**src/include/smsp_pkg.sv**
```systemverilog
// Constants and types shared by the serial master/slave port.
`default_nettype none

package smsp_pkg;

  // Register indices; the byte address on the bus is four times the index.
  localparam logic [9:0]  IDX_CONTROL  = 10'h02C;
  localparam logic [9:0]  IDX_STATUS   = 10'h02D;
  localparam logic [9:0]  IDX_DATA     = 10'h02E;
  localparam logic [9:0]  IDX_PINCFG   = 10'h02F;
  localparam logic [11:0] ADDR_CONTROL = {IDX_CONTROL, 2'h0};
  localparam logic [11:0] ADDR_STATUS  = {IDX_STATUS, 2'h0};
  localparam logic [11:0] ADDR_DATA    = {IDX_DATA, 2'h0};
  localparam logic [11:0] ADDR_PINCFG  = {IDX_PINCFG, 2'h0};

  // Control register fields.
  localparam int CTL_IE       = 7;
  localparam int CTL_EN       = 6;
  localparam int CTL_ORDER    = 5;
  localparam int CTL_MASTER_SELECT     = 4;
  localparam int CTL_CLOCK_POLARITY     = 3;
  localparam int CTL_CLOCK_PHASE     = 2;
  localparam int CTL_RATE_HI  = 1;
  localparam int CTL_RATE_LO  = 0;

  // Status register fields.
  localparam int STS_FLAG     = 7;
  localparam int STS_WRITE_COLLISION_FLAG     = 6;
  localparam int STS_DBL      = 0;

  // Pin configuration register fields.
  localparam int PIN_MOSI_DIR = 0;
  localparam int PIN_SCK_DIR  = 1;
  localparam int PIN_SS_DIR   = 2;
  localparam int PIN_MISO_DIR = 3;
  localparam int PIN_SS_VAL   = 4;
  localparam int PIN_GIE      = 7;

  // Reset values.
  localparam logic [7:0] CONTROL_RESET = 8'h00;
  localparam logic [7:0] STATUS_RESET  = 8'h00;
  localparam logic [7:0] PINCFG_RESET  = 8'h00;

  // Half periods of the master clock in system clocks, for each divide ratio.
  localparam logic [6:0] HALF_DIV2   = 7'h01;
  localparam logic [6:0] HALF_DIV4   = 7'h02;
  localparam logic [6:0] HALF_DIV8   = 7'h04;
  localparam logic [6:0] HALF_DIV16  = 7'h08;
  localparam logic [6:0] HALF_DIV32  = 7'h10;
  localparam logic [6:0] HALF_DIV64  = 7'h20;
  localparam logic [6:0] HALF_DIV128 = 7'h40;

  // Byte framing counts.
  localparam logic [3:0] LAST_BIT  = 4'h7;
  localparam logic [4:0] LAST_EDGE = 5'h0F;

  typedef enum logic [1:0] {XF_IDLE, XF_MASTER, XF_SLAVE} smsp_xfer_t;

  typedef struct packed {
    smsp_xfer_t  xfer;
    logic [7:0]  control;
    logic        dblSpeed;
    logic        txFlag;
    logic        write_collision_flag;
    logic        flagSeen;
    logic        wcolSeen;
    logic [7:0]  pinCfg;
    logic [7:0]  shifter;
    logic [7:0]  rxBuf;
    logic [3:0]  bitCnt;
    logic [4:0]  edgeCnt;
    logic [6:0]  divCnt;
    logic        sckLevel;
    logic        outBit;
    logic        sckMeta;
    logic        sckSync;
    logic        sckPrev;
    logic [31:0] prdata;
    logic        pready;
    logic        pslverr;
    logic        irq;
    logic        sckOut;
    logic        sckOeN;
    logic        mosiOut;
    logic        mosiOeN;
    logic        misoOut;
    logic        misoOeN;
    logic        ssOut;
    logic        ssOeN;
  } smsp_state_t;

endpackage : smsp_pkg

`default_nettype wire

```
**src/rtl/smsp_port.sv**
```systemverilog
// Byte-wide full-duplex serial master/slave port with an APB register slave.
`timescale 1ns/1ps
`default_nettype none

module smsp_port
  import smsp_pkg::*;
(
  // Clock, reset and clock enable.
  input  wire logic        clk,
  input  wire logic        rst,
  input  wire logic        ce,
  // APB slave.
  input  wire logic        psel,
  input  wire logic        penable,
  input  wire logic        pwrite,
  input  wire logic [11:0] paddr,
  input  wire logic [31:0] pwdata,
  output wire logic [31:0] prdata,
  output wire logic        pready,
  output wire logic        pslverr,
  // Interrupt request and vector acknowledge.
  input  wire logic        intAck,
  output wire logic        irq,
  // Serial clock pin.
  input  wire logic        sckIn,
  output wire logic        sckOut,
  output wire logic        sckOeN,
  // Master-out slave-in pin.
  input  wire logic        mosiIn,
  output wire logic        mosiOut,
  output wire logic        mosiOeN,
  // Master-in slave-out pin.
  input  wire logic        misoIn,
  output wire logic        misoOut,
  output wire logic        misoOeN,
  // Active-low slave-select pin.
  input  wire logic        ssIn,
  output wire logic        ssOut,
  output wire logic        ssOeN
);

  // Selects the bit that goes out next for the chosen bit order.
  function automatic logic outSel(input logic lsbFirst, input logic [7:0] sh);
    outSel = lsbFirst ? sh[0] : sh[7];
  endfunction : outSel

  // Shifts one sampled bit into the register from the matching end.
  function automatic logic [7:0] shiftIn(input logic lsbFirst, input logic [7:0] sh,
                                         input logic b);
    shiftIn = lsbFirst ? {b, sh[7:1]} : {sh[6:0], b};
  endfunction : shiftIn

  // Half period of the master clock for the rate code and doubling bit.
  function automatic logic [6:0] halfPeriod(input logic dbl, input logic [1:0] rate);
    case ({dbl, rate})
      3'b000:  halfPeriod = HALF_DIV4;
      3'b001:  halfPeriod = HALF_DIV16;
      3'b010:  halfPeriod = HALF_DIV64;
      3'b011:  halfPeriod = HALF_DIV128;
      3'b100:  halfPeriod = HALF_DIV2;
      3'b101:  halfPeriod = HALF_DIV8;
      3'b110:  halfPeriod = HALF_DIV32;
      default: halfPeriod = HALF_DIV64;
    endcase
  endfunction : halfPeriod

  smsp_state_t s;
  smsp_state_t next_s;

  // Next-state logic for bus, flags, shift engine and pins.
  always_comb begin
    logic       setupPh;
    logic       accessPh;
    logic       enabled;
    logic       isMaster;
    logic       lsbFirst;
    logic       clock_polarity;
    logic       clock_phase;
    logic       slvLead;
    logic       slvTrail;
    logic       sampleE;
    logic       setupE;
    logic       setFlag;
    logic       lead;
    logic [7:0] shifted;
    logic [6:0] half;
    next_s   = s;
    setupPh  = psel && !penable;
    accessPh = psel && penable && s.pready;
    enabled  = s.control[CTL_EN];
    isMaster = s.control[CTL_MASTER_SELECT];
    lsbFirst = s.control[CTL_ORDER];
    clock_polarity     = s.control[CTL_CLOCK_POLARITY];
    clock_phase     = s.control[CTL_CLOCK_PHASE];
    setFlag  = 1'b0;
    sampleE  = 1'b0;
    setupE   = 1'b0;
    lead     = 1'b0;
    shifted  = 8'h00;
    half     = halfPeriod(s.dblSpeed, s.control[CTL_RATE_HI:CTL_RATE_LO]);

    // Slave clock passes two flip-flops, then the edge detector looks at the synced copies.
    next_s.sckMeta = sckIn;
    next_s.sckSync = s.sckMeta;
    next_s.sckPrev = s.sckSync;
    slvLead  = (s.sckPrev == clock_polarity) && (s.sckSync != clock_polarity);
    slvTrail = (s.sckPrev != clock_polarity) && (s.sckSync == clock_polarity);

    // Read data is captured in the setup cycle and answered with pready one cycle later.
    next_s.pready  = setupPh;
    next_s.pslverr = 1'b0;
    if (setupPh) begin
      case (paddr)
        ADDR_CONTROL: next_s.prdata = {24'h000000, s.control};
        ADDR_STATUS:  next_s.prdata = {24'h000000, s.txFlag, s.write_collision_flag, 5'h00, s.dblSpeed};
        ADDR_DATA:    next_s.prdata = {24'h000000, s.rxBuf};
        ADDR_PINCFG:  next_s.prdata = {24'h000000, s.pinCfg};
        default: begin
          next_s.prdata  = 32'h00000000;
          next_s.pslverr = 1'b1;
        end
      endcase
    end

    // Register writes and access side effects take place at the completing edge.
    if (accessPh) begin
      if (!pwrite && paddr == ADDR_STATUS) begin
        next_s.flagSeen = s.prdata[STS_FLAG];
        next_s.wcolSeen = s.prdata[STS_WRITE_COLLISION_FLAG];
      end
      if (paddr == ADDR_DATA) begin
        if (s.flagSeen || s.wcolSeen) begin
          next_s.txFlag = 1'b0;
        end
        if (s.wcolSeen) begin
          next_s.write_collision_flag = 1'b0;
        end
        next_s.flagSeen = 1'b0;
        next_s.wcolSeen = 1'b0;
      end
      if (pwrite) begin
        case (paddr)
          ADDR_CONTROL: next_s.control = pwdata[7:0];
          ADDR_STATUS:  next_s.dblSpeed = pwdata[STS_DBL];
          ADDR_PINCFG:  next_s.pinCfg = pwdata[7:0];
          ADDR_DATA: begin
            if (s.xfer != XF_IDLE) begin
              next_s.write_collision_flag = 1'b1;
            end else begin
              next_s.shifter = pwdata[7:0];
              next_s.outBit  = outSel(lsbFirst, pwdata[7:0]);
              if (enabled && isMaster) begin
                next_s.xfer     = XF_MASTER;
                next_s.divCnt   = half;
                next_s.edgeCnt  = 5'h00;
                next_s.sckLevel = clock_polarity;
              end
            end
          end
          default: next_s.pslverr = 1'b0;
        endcase
      end
    end
    if (intAck) begin
      next_s.txFlag = 1'b0;
    end

    // Shift engine; every event that raises a flag follows the clears so the set wins.
    if (!enabled) begin
      next_s.xfer   = XF_IDLE;
      next_s.bitCnt = 4'h0;
    end else if (isMaster && !s.pinCfg[PIN_SS_DIR] && !ssIn) begin
      next_s.control[CTL_MASTER_SELECT] = 1'b0;
      next_s.xfer              = XF_IDLE;
      next_s.bitCnt            = 4'h0;
      setFlag                  = 1'b1;
    end else if (!isMaster) begin
      if (ssIn) begin
        next_s.xfer   = XF_IDLE;
        next_s.bitCnt = 4'h0;
        if (s.bitCnt != 4'h0) begin
          next_s.shifter = 8'h00;
        end
      end else begin
        sampleE = clock_phase ? slvTrail : slvLead;
        setupE  = clock_phase ? slvLead : slvTrail;
        shifted = shiftIn(lsbFirst, s.shifter, mosiIn);
        if (setupE) begin
          next_s.outBit = outSel(lsbFirst, s.shifter);
          if (clock_phase) begin
            next_s.xfer = XF_SLAVE;
          end
        end
        if (sampleE) begin
          next_s.shifter = shifted;
          if (s.bitCnt == LAST_BIT) begin
            next_s.rxBuf  = shifted;
            next_s.bitCnt = 4'h0;
            next_s.xfer   = XF_IDLE;
            setFlag       = 1'b1;
          end else begin
            next_s.bitCnt = s.bitCnt + 4'h1;
            next_s.xfer   = XF_SLAVE;
          end
        end
      end
    end else begin
      case (s.xfer)
        XF_MASTER: begin
          if (s.divCnt == 7'h01) begin
            next_s.divCnt   = half;
            next_s.sckLevel = !s.sckLevel;
            lead            = !s.edgeCnt[0];
            shifted         = shiftIn(lsbFirst, s.shifter, misoIn);
            if (lead ^ clock_phase) begin
              next_s.shifter = shifted;
            end else begin
              next_s.outBit = outSel(lsbFirst, s.shifter);
            end
            next_s.edgeCnt = s.edgeCnt + 5'h01;
            if (s.edgeCnt == LAST_EDGE) begin
              next_s.rxBuf = (lead ^ clock_phase) ? shifted : s.shifter;
              next_s.xfer  = XF_IDLE;
              setFlag      = 1'b1;
            end
          end else begin
            next_s.divCnt = s.divCnt - 7'h01;
          end
        end
        XF_IDLE:  next_s.sckLevel = next_s.sckLevel;
        default:  next_s.xfer = XF_IDLE;
      endcase
    end
    if (setFlag) begin
      next_s.txFlag = 1'b1;
    end

    // Pin drives follow the configuration that takes effect at this edge.
    next_s.sckOut  = (next_s.xfer == XF_MASTER) ? next_s.sckLevel
                                                : next_s.control[CTL_CLOCK_POLARITY];
    next_s.sckOeN  = !(next_s.control[CTL_EN] && next_s.control[CTL_MASTER_SELECT]
                       && next_s.pinCfg[PIN_SCK_DIR]);
    next_s.mosiOut = next_s.outBit;
    next_s.mosiOeN = !(next_s.control[CTL_EN] && next_s.control[CTL_MASTER_SELECT]
                       && next_s.pinCfg[PIN_MOSI_DIR]);
    next_s.misoOut = next_s.outBit;
    next_s.misoOeN = !(next_s.control[CTL_EN] && !next_s.control[CTL_MASTER_SELECT] && !ssIn
                       && next_s.pinCfg[PIN_MISO_DIR]);
    next_s.ssOut   = next_s.pinCfg[PIN_SS_VAL];
    next_s.ssOeN   = !(next_s.control[CTL_EN] && next_s.control[CTL_MASTER_SELECT]
                       && next_s.pinCfg[PIN_SS_DIR]);
    next_s.irq     = next_s.control[CTL_IE] && next_s.txFlag
                     && next_s.pinCfg[PIN_GIE];
  end

  // State register with synchronous reset and clock enable.
  always_ff @(posedge clk) begin
    if (rst) begin
      s         <= '0;
      s.xfer    <= XF_IDLE;
      s.control <= CONTROL_RESET;
      s.pinCfg  <= PINCFG_RESET;
      s.sckOeN  <= 1'b1;
      s.mosiOeN <= 1'b1;
      s.misoOeN <= 1'b1;
      s.ssOeN   <= 1'b1;
    end else if (ce) begin
      s <= next_s;
    end
  end

  // Outputs come straight from the state register.
  assign prdata  = s.prdata;
  assign pready  = s.pready;
  assign pslverr = s.pslverr;
  assign irq     = s.irq;
  assign sckOut  = s.sckOut;
  assign sckOeN  = s.sckOeN;
  assign mosiOut = s.mosiOut;
  assign mosiOeN = s.mosiOeN;
  assign misoOut = s.misoOut;
  assign misoOeN = s.misoOeN;
  assign ssOut   = s.ssOut;
  assign ssOeN   = s.ssOeN;

  // Checks on the behaviour above.
  a_reserved_read_zero: assert property (@(posedge clk) disable iff (rst)
    (psel && penable && pready && !pwrite && paddr == ADDR_STATUS) |-> (prdata[5:1] == 5'h00))
    else $error("Reserved status bits read non-zero.");

  a_slave_ss_input: assert property (@(posedge clk) disable iff (rst)
    !s.control[CTL_MASTER_SELECT] |-> ssOeN)
    else $error("Slave-select driven while in slave mode.");

  a_deselect_miso_off: assert property (@(posedge clk) disable iff (rst)
    ($past(ce) && $past(ssIn) && !$past(s.control[CTL_MASTER_SELECT])) |-> misoOeN)
    else $error("Data-out driven while deselected.");

  a_deselect_count_reset: assert property (@(posedge clk) disable iff (rst)
    ($past(ce) && $past(ssIn) && !$past(s.control[CTL_MASTER_SELECT])) |-> (s.bitCnt == 4'h0))
    else $error("Slave bit counter survived deselect.");

  a_demote_sets_flag: assert property (@(posedge clk) disable iff (rst)
    ($past(ce) && $past(s.control[CTL_EN] && s.control[CTL_MASTER_SELECT]
     && !s.pinCfg[PIN_SS_DIR] && !ssIn))
    |-> (!s.control[CTL_MASTER_SELECT] && s.txFlag && sckOeN && mosiOeN))
    else $error("Select-low demotion incomplete.");

  a_disabled_idle: assert property (@(posedge clk) disable iff (rst)
    ($past(ce) && !$past(s.control[CTL_EN])) |-> (s.xfer == XF_IDLE))
    else $error("Transfer active while port disabled.");

  a_irq_gating: assert property (@(posedge clk) disable iff (rst)
    irq |-> (s.control[CTL_IE] && s.txFlag && s.pinCfg[PIN_GIE]))
    else $error("Interrupt raised without all enables.");

  a_collision_flag: assert property (@(posedge clk) disable iff (rst)
    ($past(ce) && $past(psel && penable && pready && pwrite && paddr == ADDR_DATA)
     && $past(s.xfer) != XF_IDLE) |-> s.write_collision_flag)
    else $error("Collision flag not set on busy write.");

  a_master_idle_level: assert property (@(posedge clk) disable iff (rst)
    (s.xfer != XF_MASTER) |-> (sckOut == s.control[CTL_CLOCK_POLARITY]))
    else $error("Clock not at idle level.");

  a_master_byte_end: assert property (@(posedge clk) disable iff (rst)
    ($past(ce) && $past(s.xfer) == XF_MASTER && s.xfer == XF_IDLE && s.control[CTL_MASTER_SELECT])
    |-> ($past(s.edgeCnt) == LAST_EDGE && s.txFlag))
    else $error("Master byte ended off the sixteenth edge.");

endmodule : smsp_port

`default_nettype wire

```
**config.mk**
```make
export PLATFORM = sky130hd
export DESIGN_NAME = smsp_port
export DESIGN_NICKNAME = d
export VERILOG_FILES = /design/src/include/smsp_pkg.sv /design/src/rtl/smsp_port.sv
export SDC_FILE = /design/constraint.sdc
export NUM_CORES = 1
export LEC_CHECK = 0
export BUFFER_PORTS_ARGS = -buffer_cell sky130_fd_sc_hd__buf_2
export CAP_MARGIN = 25
export CORE_UTILIZATION = 30
export CTS_CLUSTER_SIZE = 14
export DETAILED_ROUTE_END_ITERATION = 12
export HOLD_SLACK_MARGIN = 0.1
export SYNTH_ARGS = -nofsm -noshare
export SYNTH_HDL_FRONTEND = slang
export SYNTH_SLANG_ARGS = --single-unit
```
**constraint.sdc**
```tcl
create_clock -name clk -period 2.9 [get_ports clk]
set_clock_uncertainty 0.1 [all_clocks]
set_input_delay 0.29 -clock clk [delete_from_list [all_inputs] [get_ports clk]]
set_output_delay 0.29 -clock clk [all_outputs]
set_load 0.1 [all_outputs]
```
* Word level (Yosys, flattened, before mapping)
Cells that the tools add are included.
Operators by class: $add $sub $neg 3, bitwise logic cells 2, reduce and logical (&&, ||, !) cells 46, equal/unequal tests 24, mux-type cells 92
Operators with widths (number):
- two-way mux 8 bit | 13
- two-way mux 16 bit | 6
- two-way mux 14 bit | 6
- == test 12 x 8 -> 1 bit (second input constant) | 4
- one-hot mux 7 bit (6 select lines) | 1
- two-way mux 1 bit | 35
- one-hot mux 8 bit (4 select lines) | 1
- two-way mux 31 bit | 1
- two-way mux 2 bit | 15
- two-way mux 13 bit | 2
- two-way mux 4 bit | 6
- two-way mux 20 bit | 1
- logical AND 1 bit | 18
- two-way mux 12 bit | 1
- AND reduction 4 bit | 3
- zero test 1 bit | 11
- two-way mux 11 bit | 1
- == test 3 bit (second input constant) | 3
- AND reduction 9 bit | 1
- != test 2 x 1 -> 1 bit (second input constant) | 4
- nonzero test 2 bit | 4
- == test 7 x 1 -> 1 bit (second input constant) | 1
- two-way mux 7 bit | 1
- subtractor 7 x 1 -> 7 bit (second input constant) | 1
- 22 further kinds | 27
Word-level totals: output and inout bits 43, input bits 55, register bits after elaboration 101

* Longest topological paths before layout
depth in word-level cells 17, gate-level depth with buffers 9, gate-level depth less buffers 8

* Worst setup path before layout
Ideal clock, no wire load.
kind register to register, start register s (netlist bit pready), end register s (netlist bit misoOut), data required time 2.714 ns, slack 0.158 ns, stages on the path, launching flop included 7, arrival time 2.556 ns, clock period less this slack 2.742 ns, setup time 0.086 ns, cells stage by stage dfxtp_1 nand4_1 nor3_1 clkbuf_1 a21oi_1 a211o_1 a211oi_1
Between the ends: cells in the longest elaborated chain, start to end 8, elaborated cells on any way between the ends 10
Ends and longest elaborated chain:
- start, declared | line smsp_port.sv:67 | smsp_state_t s;
- start signal, assigned | line smsp_port.sv:268 | s <= next_s;
- logical AND 1 bit * | line smsp_port.sv:89 | accessPh = psel && penable && s.pready;
- two-way mux 14 bit * | line smsp_port.sv:126 | if (accessPh) begin
- two-way mux 1 bit | line smsp_port.sv:215 | if (lead ^ clock_phase) begin
- two-way mux 2 bit | line smsp_port.sv:210 | if (s.divCnt == 7'h01) begin
- two-way mux 1 bit | line smsp_port.sv:208 | case (s.xfer)
- two-way mux 1 bit | line smsp_port.sv:177 | end else if (!isMaster) begin
- two-way mux 14 bit | line smsp_port.sv:172 | end else if (isMaster && !s.pinCfg[PIN_SS_DIR] && !ssIn) begin
- two-way mux 14 bit * | line smsp_port.sv:169 | if (!enabled) begin
Mark *: on every way between the ends. The rest lies on a longest branch, timed or not. A chain may end at the register's enable or synchronous reset.

* Worst setup path in the final report
start register s[97] (netlist bit), end register s[78] (netlist bit)
Between the ends: cells in the longest elaborated chain, start to end 4, elaborated cells on any way between the ends 5
Ends and longest elaborated chain (line):
- logical AND 1 bit (2 in a row) | smsp_port.sv:172
- two-way mux 16 bit * | smsp_port.sv:172
- two-way mux 16 bit * | smsp_port.sv:169
Marks and branches as above.

==> metrics.md <==
| Metric | Value |
|---|---|
| Core area | `16100 sq um` |
| Port Buf Inserts | `49` |
| R2r endpoint | `s[78]` |
| Vias in the first global route | `4398` |
| GR Util All Layers | `17.3%` |
| Worst setup SP type | `register` |
| Critical R2R Launch | `s[97]` |
| Cell area after synthesis | `5020 sq um` |
| First-pass GRT wire length | `24000 um` |
| Endpoints failing setup | `0` |
| R2R depth | `5` |
| Max-slew violation count | `0` |
| CTS tree | `built` |
| Fillers | `1751` |
| Latest clock arrival within the worst-skew pair | `0.34 ns` |
| GP Congestion | `0.842` |
| Fraction of registers with async set/reset | `0%` |
| Worst-path clk slew | `0.06 ns` |
| Initial core utilization | `31.1%` |
| Relative slew slack | `42.4%` |
| EDFF count, synth | `0` |
| Slew @ Worst Pin | `0.857 ns` |
| Via count | `4753` |
| Drt initial violations | `523` |
| Layout cells sized above 1 | `17.3%` |
| Largest net degree at the start of global routing | `36` |
| Detailed Route WL | `14900 um` |
| PD cells | `445 nW/um^2` |
| DP Worst Slack | `0.481 ns` |
| Critical path, cell by cell | `or3b_2 -> nand2_1 -> or3_1 -> o211ai_1 -> a311oi_1` |
| Die Footprint | `17200 sq um` |
| Ys flop type | `dfxtp_1` |
| Setup crit end kind | `register` |
| Max Cap Viol | `0` |
| Status | `complete, no violations` |
| Critical Path RT | `3.05 ns` |
| Critical Path Fanout Max | `13` |
| Vias per cell | `5.40` |
| Final hold slack | `0.119 ns` |
| CP top delay family | `simple AND/OR/NAND/NOR gates` |
| WHS Endpoint | `s[85]` |
| WP data arrival | `2.62 ns` |
| Antenna cells | `0` |
| Sequential share of the synthesized area | `30.3%` |
| 1st-pass router iterations | `5` |
| Clock tree sinks | `76` |
| Slowest cell on the critical path | `dfxtp_1` |
| Placed Instances | `863` |
| Overflow after GRT | `0` |
| Worst R2R Setup Slack | `0.42 ns` |
| Most frequent cells in the layout | `dfxtp_1, nor2_1, buf_2, nand2_1, mux2i_1` |
| F_max | `403 MHz` |
| Kind of critical path | `register to register` |
| Leading cell type in the layout, fill and taps excluded | `dfxtp_1` |
| Mean Syn Cell Area | `8.03 sq um` |
| Hold path start | `pwdata[5]` |
| DP HPWL | `11000 um` |
| Worst Hold Class | `primary input to register` |
| Synthesis-stage register bit count | `76` |
| CTS buffer count | `9` |
| Distinct cells, synth | `72` |
| Die height | `131 um` |
| Fin crit period | `2.48 ns` |
| Initial antenna violation count | `0` |
| Cells after Synth | `625` |
| Die Width | `131 um` |
| Synth warn | `0` |
| Final setup TNS | `0 ns` |
| Crit-path max cell delay | `0.61 ns` |
| Peak VDD IR | `0.329 mV` |
| CTS max path bufs | `2` |
| # rows | `46` |
| Routed len/inst | `17.0 um` |
| H-tree lvl count | `3` |
| Fin. Hold Viols | `0` |
| Leak pwr | `0.00208 uW` |
| Post-DRT Antenna Nets | `0` |
| Fin cells | `880` |
| RSZ-0062 raised after global routing | `no` |
| Boundary Pins | `98` |
| Syn-to-layout area delta | `13.8%` |
| CTS root buf | `clkbuf_16` |
| Worst setup margin | `0.421 ns` |
| Tcrit/Tclk final | `85.5%` |
| # DRC | `0` |
| Hold Path Stages | `3` |
| CP bufs+invs | `0` |
| Nets | `720` |
layer usage:
metal | vias to the layer above | global-route usage [%] | wire, um | share of wire, %
li1 | 2323 | - | - | -
met1 | 2281 | 24.0 | 7090 | 48
met2 | 134 | 28.3 | 6950 | 47
met3 | 15 | 2.66 | 695 | 4.7
met4 | 0 | 3.55 | 186 | 1.2
met5 | - | 0 | 0 | 0
tightest hold or removal path: cells and delay by family:
kind / cells / cell delay [ns]
buffers and inverters: 1 / 0.10
muxes: 1 / 0.07
and+or+nand+nor: 1 / 0.07
through the flow:
stage,power [uW],util [%],area (sq um)
after global routing,2610,35.4,5710
after detailed placement,1400,33.5,5400
after global placement,1400,33.5,5400
final,2540,35.4,5710
after floorplan,1350,-,5100
after CTS,2560,35.4,5710
power breakdown:
group / internal [uW] / switching [uW]
Sequential: 1050 / 10.8
Clock: 676 / 487
Combinational: 65.1 / 249
final cells by class:
cell class / instances / area [sq um] / share of cell area [%]
sequential: 76 / 1520 / 26.7
timing repair buffer: 75 / 443 / 7.76
multi-input combinational: 477 / 3100 / 54.3
inverter: 20 / 75.1 / 1.32
clock buffer: 10 / 229 / 4.01
clock inverter: 6 / 72.6 / 1.27
tap: 216 / 270 / 4.73
registers in the layout, indices dropped and copies added, names as in the netlist:
register and flops:
s 57, prdata 8, next_s 2, irq 1, misoOeN 1, misoOut 1, mosiOeN 1, pready 1
pslverr 1, sckOeN 1, sckOut 1, ssOeN 1
synthesized netlist by cell type, types with 3 or more instances:
master    count  area share [%]
o221ai_1      3            0.52
xnor2_1       5            0.87
mux2i_1      41             8.2
o32ai_1       4            0.70
dfxtp_1      76              30
nor3b_1       3            0.45
a31oi_1       5            0.62
nand3_1      28             2.8
a21oi_1      35             3.5
o22a_1        3            0.52
nor2_1       62             4.6
clkbuf_1     35             2.6
o22ai_1       6            0.75
nor4_1        8             1.0
ha_1          6             1.5
or3_1         5            0.62
a211oi_1      8             1.2
buf_4        33             4.9
nor3_1       17             1.7
and2_1        5            0.62
a21boi_0      6            0.90
inv_1        20             1.5
mux4_2        3             1.3
mux2_2        9             2.0
nand4_1      10             1.2
a221oi_1      8             1.4
a311oi_1      9             1.6
nand3b_1      4            0.60
a22oi_1       6            0.90
nand2b_1      3            0.37
o211ai_1     12             1.8
buf_2         3            0.30
o21ai_0      28             2.8
nand2_1      44             3.3
buf_1         3            0.22
and3_1       12             1.5
nor2b_1       9             1.1
cell families (layout without fill, tap and decap cells):
group	count (synthesis)	after routing	synth area share, %
muxes	53	53	11.5
AOI/OAI and AO/OA	153	153	21.0
and+or+nand+nor	234	234	24.7
adders and majority gates	6	6	1.50
DFF	76	76	30.3
other	1	24	0.0747
buffers and inverters	95	111	9.68
xor gates and xnor gates	7	7	1.22
worst max path at each step:
stage	startpoint	to	slack, ns	cells past startpoint
CTS	s[97]	s[78]	0.45	5
finish	s[97]	s[78]	0.42	5
global placement	s[97]	s[76]	0.46	5
floorplan	pready	misoOut	0.16	6
global route	s[55]	s[64]	0.29	8
detailed placement	s[97]	s[78]	0.48	5
repair_timing:
action | 4_1_cts | 5_1_grt
resized for setup | 0 | 0
hold endpoints to repair | 1 | 0
hold buffers | 1 | 0
setup buffers | 0 | 0
No activity file was read; power rests on OpenSTA's default activity.
